**src/host_port_pkg.sv**
```systemverilog
// Package for the 8-bit parallel host register port of the audio processor.
// Assumes one synchronous clock domain; shared by the port and its peak-meter bank.
package host_port_pkg;

    localparam int          CLK_PERIOD_NS   = 25;
    localparam logic [2:0]  PORT_DATA0      = 3'h0;
    localparam logic [2:0]  PORT_DATA4      = 3'h4;
    localparam logic [2:0]  PORT_ADDR_LOW   = 3'h5;
    localparam logic [2:0]  PORT_ADDR_HIGH  = 3'h6;
    localparam logic [2:0]  PORT_CTRL       = 3'h7;
    localparam logic [2:0]  PORT_STATUS     = 3'h7;

    localparam int          BYTE_W          = 8;
    localparam int          DATA_BYTES      = 5;
    localparam int          WORD_W          = 40;
    localparam int          SHORT_W         = 28;
    localparam int          TADDR_W         = 10;
    localparam int          METER_CH        = 8;
    localparam logic [9:0]  LAST_SLOT       = 10'h3ff;

    // Target-address high byte fields
    localparam int          AH_ADDR8        = 0;
    localparam int          AH_ADDR9        = 1;
    localparam int          AH_SEL_LO       = 2;
    localparam int          AH_SEL_HI       = 3;
    localparam int          AH_READ         = 4;
    localparam int          AH_IMMED        = 5;

    localparam int          CW_SELECT_BIT   = 7;

    // Reset values of the two control words
    localparam logic [7:0]  CW0_RESET       = 8'h00;
    localparam logic [7:0]  CW1_RESET       = 8'h42;

    typedef enum logic [1:0] {
        MEM_INSTR = 2'h0,
        MEM_RSVD  = 2'h1,
        MEM_SAMPLE= 2'h2,
        MEM_DIRECT= 2'h3
    } mem_sel_t;

    typedef struct packed {
        logic       spare;
        logic [3:0] out_enable;
        logic       in_enable;
        logic [1:0] conv_format;
    } cw0_t;

    typedef struct packed {
        logic       spare;
        logic       prog_write_block;
        logic       readout_ram;
        logic       meter_output;
        logic       word_clk_invert;
        logic       mac_round;
        logic       offset_cnt_off;
        logic       reserved0;
    } cw1_t;

    typedef struct packed {
        logic                 valid;
        logic                 is_read;
        mem_sel_t             mem;
        logic [TADDR_W-1:0]   addr;
        logic [WORD_W-1:0]    wdata;
    } mem_req_t;

endpackage : host_port_pkg

```
**src/host_port_regs.sv**
```systemverilog
// Register side of the 8-bit parallel host port: staging, access trigger,
// control words, status byte and peak readout. Assumes the bus strobes are
// already synchronous one-cycle pulses and the memory side answers with done.
//
// Contract
// RAM access takes address high bits 0 and 1 as target bits 8, 9.
// High byte bits 3:2 select instruction, reserved, sample, or direct memory.
// High byte bit 4 chooses write (zero) or read (one).
// High byte bit 5 chooses deferred-to-slot-1023 or immediate access.
// Host should prefer deferred access and keep slot 1023 memory-free.
// Host applies the same collision care to general register writes.
// Host always writes ones into high byte bits 6 and 7.
// Writing port 6 triggers the access using staged bytes 0 to 4.
// Port 7 writes go to control word 0 or 1 by bit 7.
// Control word 0 bits 1:0 set converter format, default zero.
// Control word 0 bit 2 enables serial inputs; muted after reset.
// Control word 0 bits 3..6 enable outputs 0..3; muted after reset.
// Control word 1 bit 1 disables offset counter; default disabled.
// Control word 1 bit 2 rounds MAC results; default truncation.
// Control word 1 bit 3 inverts internal word clock; default normal.
// Control word 1 bit 6 blocks program memory writes; default blocked.
// Status bit 0 reads one while a host access is pending.
// Status bits 1..5 show mutes; bits 6, 7 flag MAC and output overflow.
// MAC results saturate on overflow except integer instructions.
// RAM and status reads need control word 1 bit 5; writes always proceed.
// Data is LSB aligned; short words zero the top 12 bits.
// With bit 5 clear, bit 4 picks input or output meters; A2-A0 pick channel.
// Reading a meter clears it so peak accumulation restarts.
// Ports 0..4 hold data LSB first, 5 address low, 7 returns status.
// Pending sets on the trigger write and clears when transfer completes.
`timescale 1ns/1ps
module host_port_regs
    import host_port_pkg::*;
(
    input  wire logic                       core_clk,             // System clock
    input  wire logic                       sys_rst,              // Sync reset, high
    input  wire logic                       port_select_line_2,   // Port address bit 2
    input  wire logic                       port_select_line_1,   // Port address bit 1
    input  wire logic                       port_select_line_0,   // Port address bit 0
    input  wire logic                       host_wr,              // Write pulse
    input  wire logic                       host_rd,              // Read pulse
    input  wire logic [BYTE_W-1:0]          host_wdata,           // Write byte
    output logic      [BYTE_W-1:0]          host_rdata,           // Read byte
    input  wire logic [TADDR_W-1:0]         slot_index,           // Executing slot
    output mem_req_t                        mem_req,              // Access to memory side
    input  wire logic                       mem_done,             // Access finished
    input  wire logic [WORD_W-1:0]          mem_rdata,            // Read word
    input  wire logic                       sample_word_clock,    // External word clock
    output logic                            int_word_clock,       // Internal word clock
    output logic [1:0]                      conv_format,          // Converter format
    output logic                            in_enable,            // Serial inputs on
    output logic                            serial_output_line_0, // Output 0 enabled
    output logic                            serial_output_line_1, // Output 1 enabled
    output logic                            serial_output_line_2, // Output 2 enabled
    output logic                            serial_output_line_3, // Output 3 enabled
    output logic                            offset_cnt_en,        // Offset counter on
    output logic                            mac_round,            // Round MAC results
    output logic                            prog_write_en,        // Program may write
    input  wire logic [WORD_W-1:0]          mac_acc,              // Raw MAC result
    input  wire logic                       mac_ovf,              // MAC overflowed
    input  wire logic                       mac_integer,          // Integer instruction
    output logic      [WORD_W-1:0]          mac_result,           // Saturated result
    input  wire logic                       out_clip,             // Output clipped
    input  wire logic [METER_CH*BYTE_W-1:0] in_level,             // Input meter levels
    input  wire logic [METER_CH*BYTE_W-1:0] out_level,            // Output meter levels
    input  wire logic                       level_stb             // Meter sample strobe
);

    logic [BYTE_W-1:0]  stage_ff [DATA_BYTES];
    logic [BYTE_W-1:0]  addr_lo_ff;
    cw0_t               cw0_ff;
    cw1_t               cw1_ff;
    mem_req_t           req_ff;
    logic               pending_ff;
    logic               mac_ovf_ff;
    logic               out_clip_ff;
    logic [BYTE_W-1:0]  rdata_ff;
    logic [2:0]         port;
    logic               wr_data;
    logic               trig;
    logic [WORD_W-1:0]  nxt_wdata;
    logic [BYTE_W-1:0]  status;
    logic [BYTE_W-1:0]  meter_val;
    logic               meter_rd;
    logic [WORD_W-1:0]  rd_word;

    assign port    = {port_select_line_2, port_select_line_1, port_select_line_0};
    assign wr_data = host_wr && (port <= PORT_DATA4);
    assign trig    = host_wr && (port == PORT_ADDR_HIGH);

    for (genvar b = 0; b < DATA_BYTES; b++) begin : g_stage
        always_ff @(posedge core_clk) begin
            if (sys_rst) begin
                stage_ff[b] <= 8'h00;
            end else if (wr_data && port == 3'(b)) begin
                stage_ff[b] <= host_wdata;
            end else if (req_ff.valid && req_ff.is_read && mem_done) begin
                stage_ff[b] <= rd_word[b*BYTE_W +: BYTE_W];
            end
        end
        assign nxt_wdata[b*BYTE_W +: BYTE_W] = (wr_data && port == 3'(b)) ? host_wdata
                                                                          : stage_ff[b];
    end

    always_ff @(posedge core_clk) begin
        if (sys_rst) begin
            addr_lo_ff <= 8'h00;
        end else if (host_wr && port == PORT_ADDR_LOW) begin
            addr_lo_ff <= host_wdata;
        end
    end

    // Control words share one port; bit 7 of the byte picks the target
    always_ff @(posedge core_clk) begin
        if (sys_rst) begin
            cw0_ff <= CW0_RESET;  // see R10 see R11
            cw1_ff <= CW1_RESET;  // see R13 see R14 see R15
        end else if (host_wr && port == PORT_CTRL) begin
            if (host_wdata[CW_SELECT_BIT]) begin
                cw1_ff <= host_wdata;
            end else begin
                cw0_ff <= host_wdata;
            end
        end
    end

    // Request is launched now or held until the last slot comes round
    always_ff @(posedge core_clk) begin
        if (sys_rst) begin
            req_ff <= '0;
        end else if (trig) begin
            req_ff.valid   <= host_wdata[AH_IMMED];
            req_ff.is_read <= host_wdata[AH_READ];
            req_ff.mem     <= mem_sel_t'(host_wdata[AH_SEL_HI:AH_SEL_LO]);
            req_ff.addr    <= {host_wdata[AH_ADDR9], host_wdata[AH_ADDR8], addr_lo_ff};
            req_ff.wdata   <= nxt_wdata;
        end else if (req_ff.valid && mem_done) begin
            req_ff.valid <= 1'b0;
        end else if (pending_ff && !req_ff.valid && slot_index == LAST_SLOT) begin
            req_ff.valid <= 1'b1;
        end
    end

    // A new trigger wins over a completion in the same cycle
    always_ff @(posedge core_clk) begin
        if (sys_rst) begin
            pending_ff <= 1'b0;
        end else if (trig) begin
            pending_ff <= 1'b1;
        end else if (req_ff.valid && mem_done) begin
            pending_ff <= 1'b0;
        end
    end

    assign mem_req = req_ff;

    // Short words keep only the low bits so the top twelve read as zero
    assign rd_word = (req_ff.mem == MEM_INSTR) ? mem_rdata
                   : {{(WORD_W-SHORT_W){1'b0}}, mem_rdata[SHORT_W-1:0]};

    always_ff @(posedge core_clk) begin
        if (sys_rst) begin
            mac_ovf_ff <= 1'b0;
        end else if (mac_ovf && !mac_integer) begin
            mac_ovf_ff <= 1'b1;
        end
    end

    always_ff @(posedge core_clk) begin
        if (sys_rst) begin
            out_clip_ff <= 1'b0;
        end else if (out_clip) begin
            out_clip_ff <= 1'b1;
        end
    end

    // Saturate toward the sign of the raw sum; integer opcodes wrap
    always_comb begin
        mac_result = mac_acc;
        if (mac_ovf && !mac_integer) begin
            mac_result = mac_acc[WORD_W-1] ? {1'b1, {(WORD_W-1){1'b0}}}
                                           : {1'b0, {(WORD_W-1){1'b1}}};
        end
    end

    assign status = {out_clip_ff, mac_ovf_ff, ~cw0_ff.out_enable,
                     ~cw0_ff.in_enable, pending_ff}; // see R17

    assign meter_rd = host_rd && !cw1_ff.readout_ram;

    peak_meter_bank u_meters (
        .core_clk  (core_clk),
        .sys_rst   (sys_rst),
        .in_level  (in_level),
        .out_level (out_level),
        .level_stb (level_stb),
        .rd_stb    (meter_rd),
        .rd_output (cw1_ff.meter_output),
        .rd_ch     (port),
        .rd_value  (meter_val)
    );

    // Reads only expose RAM and status while the readout bit is set
    always_ff @(posedge core_clk) begin
        if (sys_rst) begin
            rdata_ff <= 8'h00;
        end else if (host_rd) begin
            if (!cw1_ff.readout_ram) begin
                rdata_ff <= meter_val;
            end else if (port == PORT_STATUS) begin
                rdata_ff <= status;
            end else if (port <= PORT_DATA4) begin
                rdata_ff <= stage_ff[port]; // see R20
            end else begin
                rdata_ff <= 8'h00;
            end
        end
    end

    assign host_rdata           = rdata_ff;
    assign int_word_clock       = sample_word_clock ^ cw1_ff.word_clk_invert;
    assign conv_format          = cw0_ff.conv_format;
    assign in_enable            = cw0_ff.in_enable;
    assign serial_output_line_0 = cw0_ff.out_enable[0];
    assign serial_output_line_1 = cw0_ff.out_enable[1];
    assign serial_output_line_2 = cw0_ff.out_enable[2];
    assign serial_output_line_3 = cw0_ff.out_enable[3];
    assign offset_cnt_en        = !cw1_ff.offset_cnt_off;
    assign mac_round            = cw1_ff.mac_round;
    assign prog_write_en        = !cw1_ff.prog_write_block;
endmodule : host_port_regs

```
**src/peak_meter_bank.sv**
```systemverilog
// Per-channel peak-hold registers for eight input and eight output meters.
// Assumes meter levels arrive already scaled; a read clears the chosen meter.
`timescale 1ns/1ps
module peak_meter_bank
    import host_port_pkg::*;
(
    input  wire logic                       core_clk,     // System clock
    input  wire logic                       sys_rst,      // Sync reset, high
    input  wire logic [METER_CH*BYTE_W-1:0] in_level,     // Input meter levels
    input  wire logic [METER_CH*BYTE_W-1:0] out_level,    // Output meter levels
    input  wire logic                       level_stb,    // New levels this cycle
    input  wire logic                       rd_stb,       // Meter read strobe
    input  wire logic                       rd_output,    // Pick output bank
    input  wire logic [2:0]                 rd_ch,        // Channel select
    output logic      [BYTE_W-1:0]          rd_value      // Held peak
);

    logic [BYTE_W-1:0] in_pk_ff  [METER_CH];
    logic [BYTE_W-1:0] out_pk_ff [METER_CH];

    for (genvar c = 0; c < METER_CH; c++) begin : g_ch
        logic [BYTE_W-1:0] il;
        logic [BYTE_W-1:0] ol;
        logic              clr_in;
        logic              clr_out;
        assign il      = in_level[c*BYTE_W +: BYTE_W];
        assign ol      = out_level[c*BYTE_W +: BYTE_W];
        assign clr_in  = rd_stb && !rd_output && (rd_ch == 3'(c));
        assign clr_out = rd_stb && rd_output && (rd_ch == 3'(c));
        // A sample landing with the read restarts the hold from that sample
        always_ff @(posedge core_clk) begin
            if (sys_rst) begin
                in_pk_ff[c] <= 8'h00;
            end else if (clr_in) begin
                in_pk_ff[c] <= level_stb ? il : 8'h00;
            end else if (level_stb && il > in_pk_ff[c]) begin
                in_pk_ff[c] <= il;
            end
        end
        always_ff @(posedge core_clk) begin
            if (sys_rst) begin
                out_pk_ff[c] <= 8'h00;
            end else if (clr_out) begin
                out_pk_ff[c] <= level_stb ? ol : 8'h00;
            end else if (level_stb && ol > out_pk_ff[c]) begin
                out_pk_ff[c] <= ol;
            end
        end
    end

    assign rd_value = rd_output ? out_pk_ff[rd_ch] : in_pk_ff[rd_ch];

endmodule : peak_meter_bank

```
**config.mk**
```make
export PLATFORM = sky130hd
export DESIGN_NAME = host_port_regs
export DESIGN_NICKNAME = d
export VERILOG_FILES = /design/src/host_port_pkg.sv /design/src/host_port_regs.sv /design/src/peak_meter_bank.sv
export SDC_FILE = /design/constraint.sdc
export NUM_CORES = 1
export LEC_CHECK = 0
export ABC_AREA = 1
export ABC_CLOCK_PERIOD_IN_PS = 2400
export BUFFER_PORTS_ARGS = -buffer_cell sky130_fd_sc_hd__clkbuf_2
export CORE_UTILIZATION = 55
export DETAILED_ROUTE_END_ITERATION = 10
export PLACE_DENSITY = 0.93
export SETUP_SLACK_MARGIN = 0.2
export SYNTH_ARGS = -nofsm -noshare
export SYNTH_HDL_FRONTEND = slang
export SYNTH_SLANG_ARGS = --single-unit
```
**constraint.sdc**
```tcl
create_clock -name core_clk -period 2.4 [get_ports core_clk]
set_input_delay 0.24 -clock core_clk [delete_from_list [all_inputs] [get_ports core_clk]]
set_output_delay 0.24 -clock core_clk [all_outputs]
set_load 0.01 [all_outputs]
```
Word level (Yosys, flattened, before mapping)
Memory sizes are Yosys's and may differ from the RTL's. A register that Yosys moved wholly into a read port is not among the register bits.
Cells that the tools add are included.

word-level totals
  bits in registers = 46
  output and inout port bits = 113
  bits in read-only memories = 0
  RAM bits = 168
  input bits = 239
  bits in latches = 0
  word-level logic and storage cells = 369
  memories kept = 3

memories
  memory              words  width  rd ports  clocked after Yosys merged registers in  write ports  line                   text
  u_meters.in_pk_ff   8      8      9         0                                        8            peak_meter_bank.sv:18  logic [BYTE_W-1:0] in_pk_ff [METER_CH];
  u_meters.out_pk_ff  8      8      9         0                                        8            peak_meter_bank.sv:19  logic [BYTE_W-1:0] out_pk_ff [METER_CH];
  stage_ff            5      8      6         5                                        5            host_port_regs.sv:69   logic [BYTE_W-1:0] stage_ff [DATA_BYTES];

cells by class
  equality and inequality tests = 8
  add/sub/neg operators = 0
  shift-type cells = 0
  muxes and demuxes = 215
  bitwise gates (word level) = 46
  $mul = 0
  magnitude comparators = 17
  reduce and logical (&&, ||, !) cells = 62
  div/mod/pow operators = 0

operators with widths
  cell                                                 number
  2-to-1 mux 8 bit                                     62
  2-to-1 mux 1 bit                                     150
  greater-than comparator 8 bit                        16
  2-to-1 mux 40 bit                                    3
  logical AND 1 bit                                    50
  OR 1 bit                                             42
  equality test 3 bit, second input constant           4
  equality test 10 bit, second input constant          1
  equality test 3 x 2 -> 1 bit, second input constant  2
  zero test 1 bit                                      6
  NOT 4 bit                                            1
  AND reduction 2 bit                                  2
  equality test 3 x 1 -> 1 bit, second input constant  1
  <= comparator 3 bit, second input constant           1
  zero test 3 bit                                      1
  nonzero test 3 bit                                   1
  zero test 2 bit                                      1
  NOT 1 bit                                            2
  nonzero test 2 bit                                   1
  XOR 1 bit                                            1

Depth between registers and ports, before layout
  depth after elaboration = 9
  depth in mapped cells = 11

Hierarchy
From an unflattened synthesis, not the netlist that was laid out.

unflattened totals
  cell total of the unflattened synthesis = 2126
  area, all modules = 16134.2 µm²

modules (own cells, without submodules)
  module           area an instance (µm²)  cells each  times used  seq. area each (µm²)
  peak_meter_bank  10357.4                 1351        1           3843.7
  host_port_regs   5776.8                  775         1           2922.8

Least setup slack after synthesis
No wires, ideal clock.

  path kind = register to register
  start point = memory u_meters.in_pk_ff[4][3]
  end point = memory u_meters.in_pk_ff[4][0] (enable)
  clock period less this slack = 1957 ps
  required time = 2059 ps
  buffers on the path = 0
  data arrival time = 1616 ps
  cell stages (with the launch flop) = 8
  setup time = 341 ps
  setup slack = 443 ps
  path through = edfxtp_1 inv_1 ha_1 a21oi_1 o21a_1 nor2_1 o21ai_1 nand3_1

RTL lines
  what                line
  start: declaration  peak_meter_bank.sv:18

==> summary.md <==
| Metric | Value |
|---|---|
| Initial DRC count | 1602 |
| Fin nets | 2614 |
| Largest net degree at the start of global routing | 80 |
| FFs w/ async S/R, synth | 0% |
| Via count | 15300 |
| Avg WL per Cell | 18.6 um |
| Tcrit/Tclk final | 87.6% |
| Number of synthesized flops with an enable pin | 168 |
| Die Ht | 170 um |
| FF-to-FF path depth | 7 |
| Final Hold Viols | 0 |
| Inst Count DP | 2595 |
| First-pass GRT wire length | 75.0 mm |
| Area after DPL | 0.0176 mm^2 |
| Die area | 0.0289 mm^2 |
| Synth Instances | 1915 |
| Synth warn | 0 |
| Die X | 170 um |
| Max-slew headroom | 52.6% |
| Area of the multi-input gates | 0.00732 mm^2 |
| Lkg Pwr | 8.61 nW |
| Hold Path Depth | 3 |
| Min-delay worst type | in -> reg |
| CP max stage cell | edfxtp_1 |
| Final worst slack | 0.299 ns |
| Max-cap violation count | 0 |
| Longest Clk Path Bufs | 3 |
| Clock Latency Late Sink | 0.55 ns |
| Setup CP Type | reg -> reg |
| Sequential fraction of the synthesis area | 43.6% |
| Residual DRC | 0 |
| Gr ovfl total | 0 |
| Crit-path max FO | 9 |
| Initial antenna violation count | 9 |
| Detailed Place HPWL | 38.3 mm |
| Worst vdd ir | 0.000509 V |
| Layout cells sized above 1 | 21.3% |
| Critical path arrival | 2.31 ns |
| Fillers | 2254 |
| Area grow syn2layout | 19.6% |
| Final-report setup violation count | 0 |
| Worst Tran Pin Value | 0.711 ns |
| Fmax | 476 MHz |
| RSZ-0062 raised after global routing | false |
| Vias in the first global route | 14400 |
| Crit. End Element | register |
| Register Area | 0.00677 mm^2 |
| Synth Net Count | 2282 |
| CP max stage delay | 0.39 ns |
| CP Cell Sequence | inv_1 -> ha_1 -> nand2_1 -> o21ai_0 -> o21bai_1 -> nand2_1 -> nand2_1 |
| Setup TNS | 0 ns |
| Htree depth | 1 |
| Final slew viol count | 0 |
| Number of port buffers | 351 |
| Startpoint Class | register |
| Post-CTS Setup Repair Bufs | 0 |
| Synth Register Bits | 254 |
| Clock skew | 0.0113 ns |
| Clock transition at path regs | 0.07 ns |
| Clock Tree Root | clkbuf_16 |
| Row cnt | 61 |
| Non-Filler Instances | 2653 |
| GRT Util Overall | 33.6% |
| CTS tree | yes |
| Clock Sinks | 254 |
| WP data required | 2.61 ns |
| Via/cell ratio | 5.78 |
| Most frequent CP cell | nand2_1 |
| Primary FF master, synth | edfxtp_1 |
| Final Critical Period | 2.10 ns |
| Final instance area | 0.0186 mm^2 |
| DP Worst Slack | 0.193 ns |
| Syn avg cell area | 8.11 um^2 |
| Initial core utilization | 55.9% |
| Power Dens Cells | 622 mW/mm^2 |
| Synth cell types | 39 |
| Drt first pass iters | 6 |
| Gpl congestion | 0.955 |
| Core area | 0.0278 mm^2 |
| Top Ports | 352 |
| Status | finished clean |
| Routed Antenna Nets | 0 |
| WL final | 49.4 mm |
| Total CTS buffers | 26 |
| Mapped Area | 0.0155 mm^2 |
-- registers in the layout, summed over array words and instances, names as in the netlist --
signal / cells
mac_round: 1
u_meters.out_pk_ff: 64
serial_output_line_0: 1
out_clip_ff: 1
serial_output_line_2: 1
stage_ff: 40
conv_format: 2
mem_req: 54
host_rdata: 8
u_meters.in_pk_ff: 64
addr_lo_ff: 8
serial_output_line_1: 1
in_enable: 1
cw1_ff: 5
mac_ovf_ff: 1
serial_output_line_3: 1
pending_ff: 1
-- cell type report --
| class | instances | area share (%) |
|---|---|---|
| multi-input cells | 1298 | 39.4 |
| flip-flops and latches | 254 | 36.4 |
| repair buffers | 382 | 10.8 |
| inverters | 285 | 5.80 |
| clock buffers | 30 | 3.92 |
| well taps | 378 | 2.54 |
| clock inverters | 18 | 1.02 |
| diodes | 8 | 0.108 |
-- kinds of logic after synthesis --
family / Yosys count / share of synthesized area [%]
buffers and inverters: 363 / 9.37
AO/OA/AOI/OAI: 490 / 17.4
AND/OR/NAND/NOR: 679 / 19.3
flip-flops: 254 / 43.6
adder cells (fa/ha/maj): 128 / 10.3
XOR/XNOR: 1 / 0.0564
-- layer usage --
metal	track usage (%)	up-vias	wire (um)	part of all wire (%)
met5	0	-	25	0.051
met4	17.0	4	2540	5.2
met3	5.98	179	5430	11
met2	55.1	995	22500	46
met1	42.6	7034	18900	38
li1	-	7127	-	-
-- cells in the final DEF (no fill, tap or decap), types with 4 or more instances in the layout --
cell type | Yosys | final
nand2_1 | 444 | 442
inv_4 | 3 | 5
nor2_2 | 4 | 5
a21oi_1 | 234 | 234
nand2_2 | 10 | 12
a21boi_1 | 7 | 7
edfxtp_1 | 168 | 168
clkinv_1 | 3 | 4
clkbuf_16 | 0 | 29
o22ai_1 | 4 | 4
nor2_1 | 44 | 43
dfxtp_1 | 86 | 86
ha_1 | 128 | 128
nor3_2 | 10 | 10
clkbuf_2 | 0 | 350
nand3_1 | 100 | 100
o21ai_0 | 146 | 146
o21bai_1 | 8 | 8
inv_1 | 269 | 269
nand4_1 | 26 | 26
a211oi_1 | 14 | 14
buf_4 | 12 | 29
diode_2 | 0 | 8
inv_2 | 10 | 11
nor3_1 | 25 | 25
clkinv_2 | 0 | 6
nor2_4 | 5 | 5
o21a_1 | 16 | 16
a21boi_0 | 49 | 49
o21ai_1 | 7 | 7
-- cell usage after synthesis (21+ instances only) --
cell / n / area share (%)
a21boi_0: 49 / 2.4
a21oi_1: 234 / 7.5
buf_2: 21 / 0.68
clkbuf_1: 37 / 0.89
dfxtp_1: 86 / 11
edfxtp_1: 168 / 32
ha_1: 128 / 10
inv_1: 269 / 6.5
nand2_1: 444 / 11
nand3_1: 100 / 3.2
nand4_1: 26 / 1.0
nor2_1: 44 / 1.1
nor3_1: 25 / 0.81
o21ai_0: 146 / 4.7
-- power breakdown --
| part | switching, W | total, W | internal (W) | leakage [nW] |
|---|---|---|---|---|
| clock | 0.00182 | 0.00435 | 0.00252 | 0.456 |
| sequential | 0.000181 | 0.00515 | 0.00497 | 2.47 |
| combinational | 0.00129 | 0.00205 | 0.000765 | 5.68 |
| total | 0.00329 | 0.0116 | 0.00826 | 8.61 |
-- what timing repair did --
action,in CTS,in global routing
hold buffers,2,0
setup endpoints to repair,0,16
endpoints found under the hold margin,2,0
gates resized for setup,0,2
-- worst paths after layout --
path,start,end,slack [ns]
setup reg to reg,u_meters.out_pk_ff[5][7],u_meters.out_pk_ff[5][1],0.30
setup / recovery,u_meters.out_pk_ff[5][7],u_meters.out_pk_ff[5][1],0.30
hold reg to reg,addr_lo_ff[4],addr_lo_ff[4],0.44
hold / removal,host_wdata[3],mem_req[51],0.005
-- metrics by stage --
step	hold slack [ns]	total power, W	util (%)
after CTS	0.000285	0.0115	66.8
after floorplan	0.356	0.00639	-
after global routing	0.00771	0.0120	66.9
final	0.00546	0.0116	66.9
after global placement	0.430	0.00713	63.4
after detailed placement	0.434	0.00722	63.4
-- critical path: cells and delay by family, from the launching register on --
kind / cells / cell delay [ns]
flip-flops: 1 / 0.39
AO/OA/AOI/OAI: 2 / 0.35
buffers and inverters: 1 / 0.06
AND/OR/NAND/NOR: 3 / 0.64
adder cells (fa/ha/maj): 1 / 0.30
(Power assumes the default switching activity.)
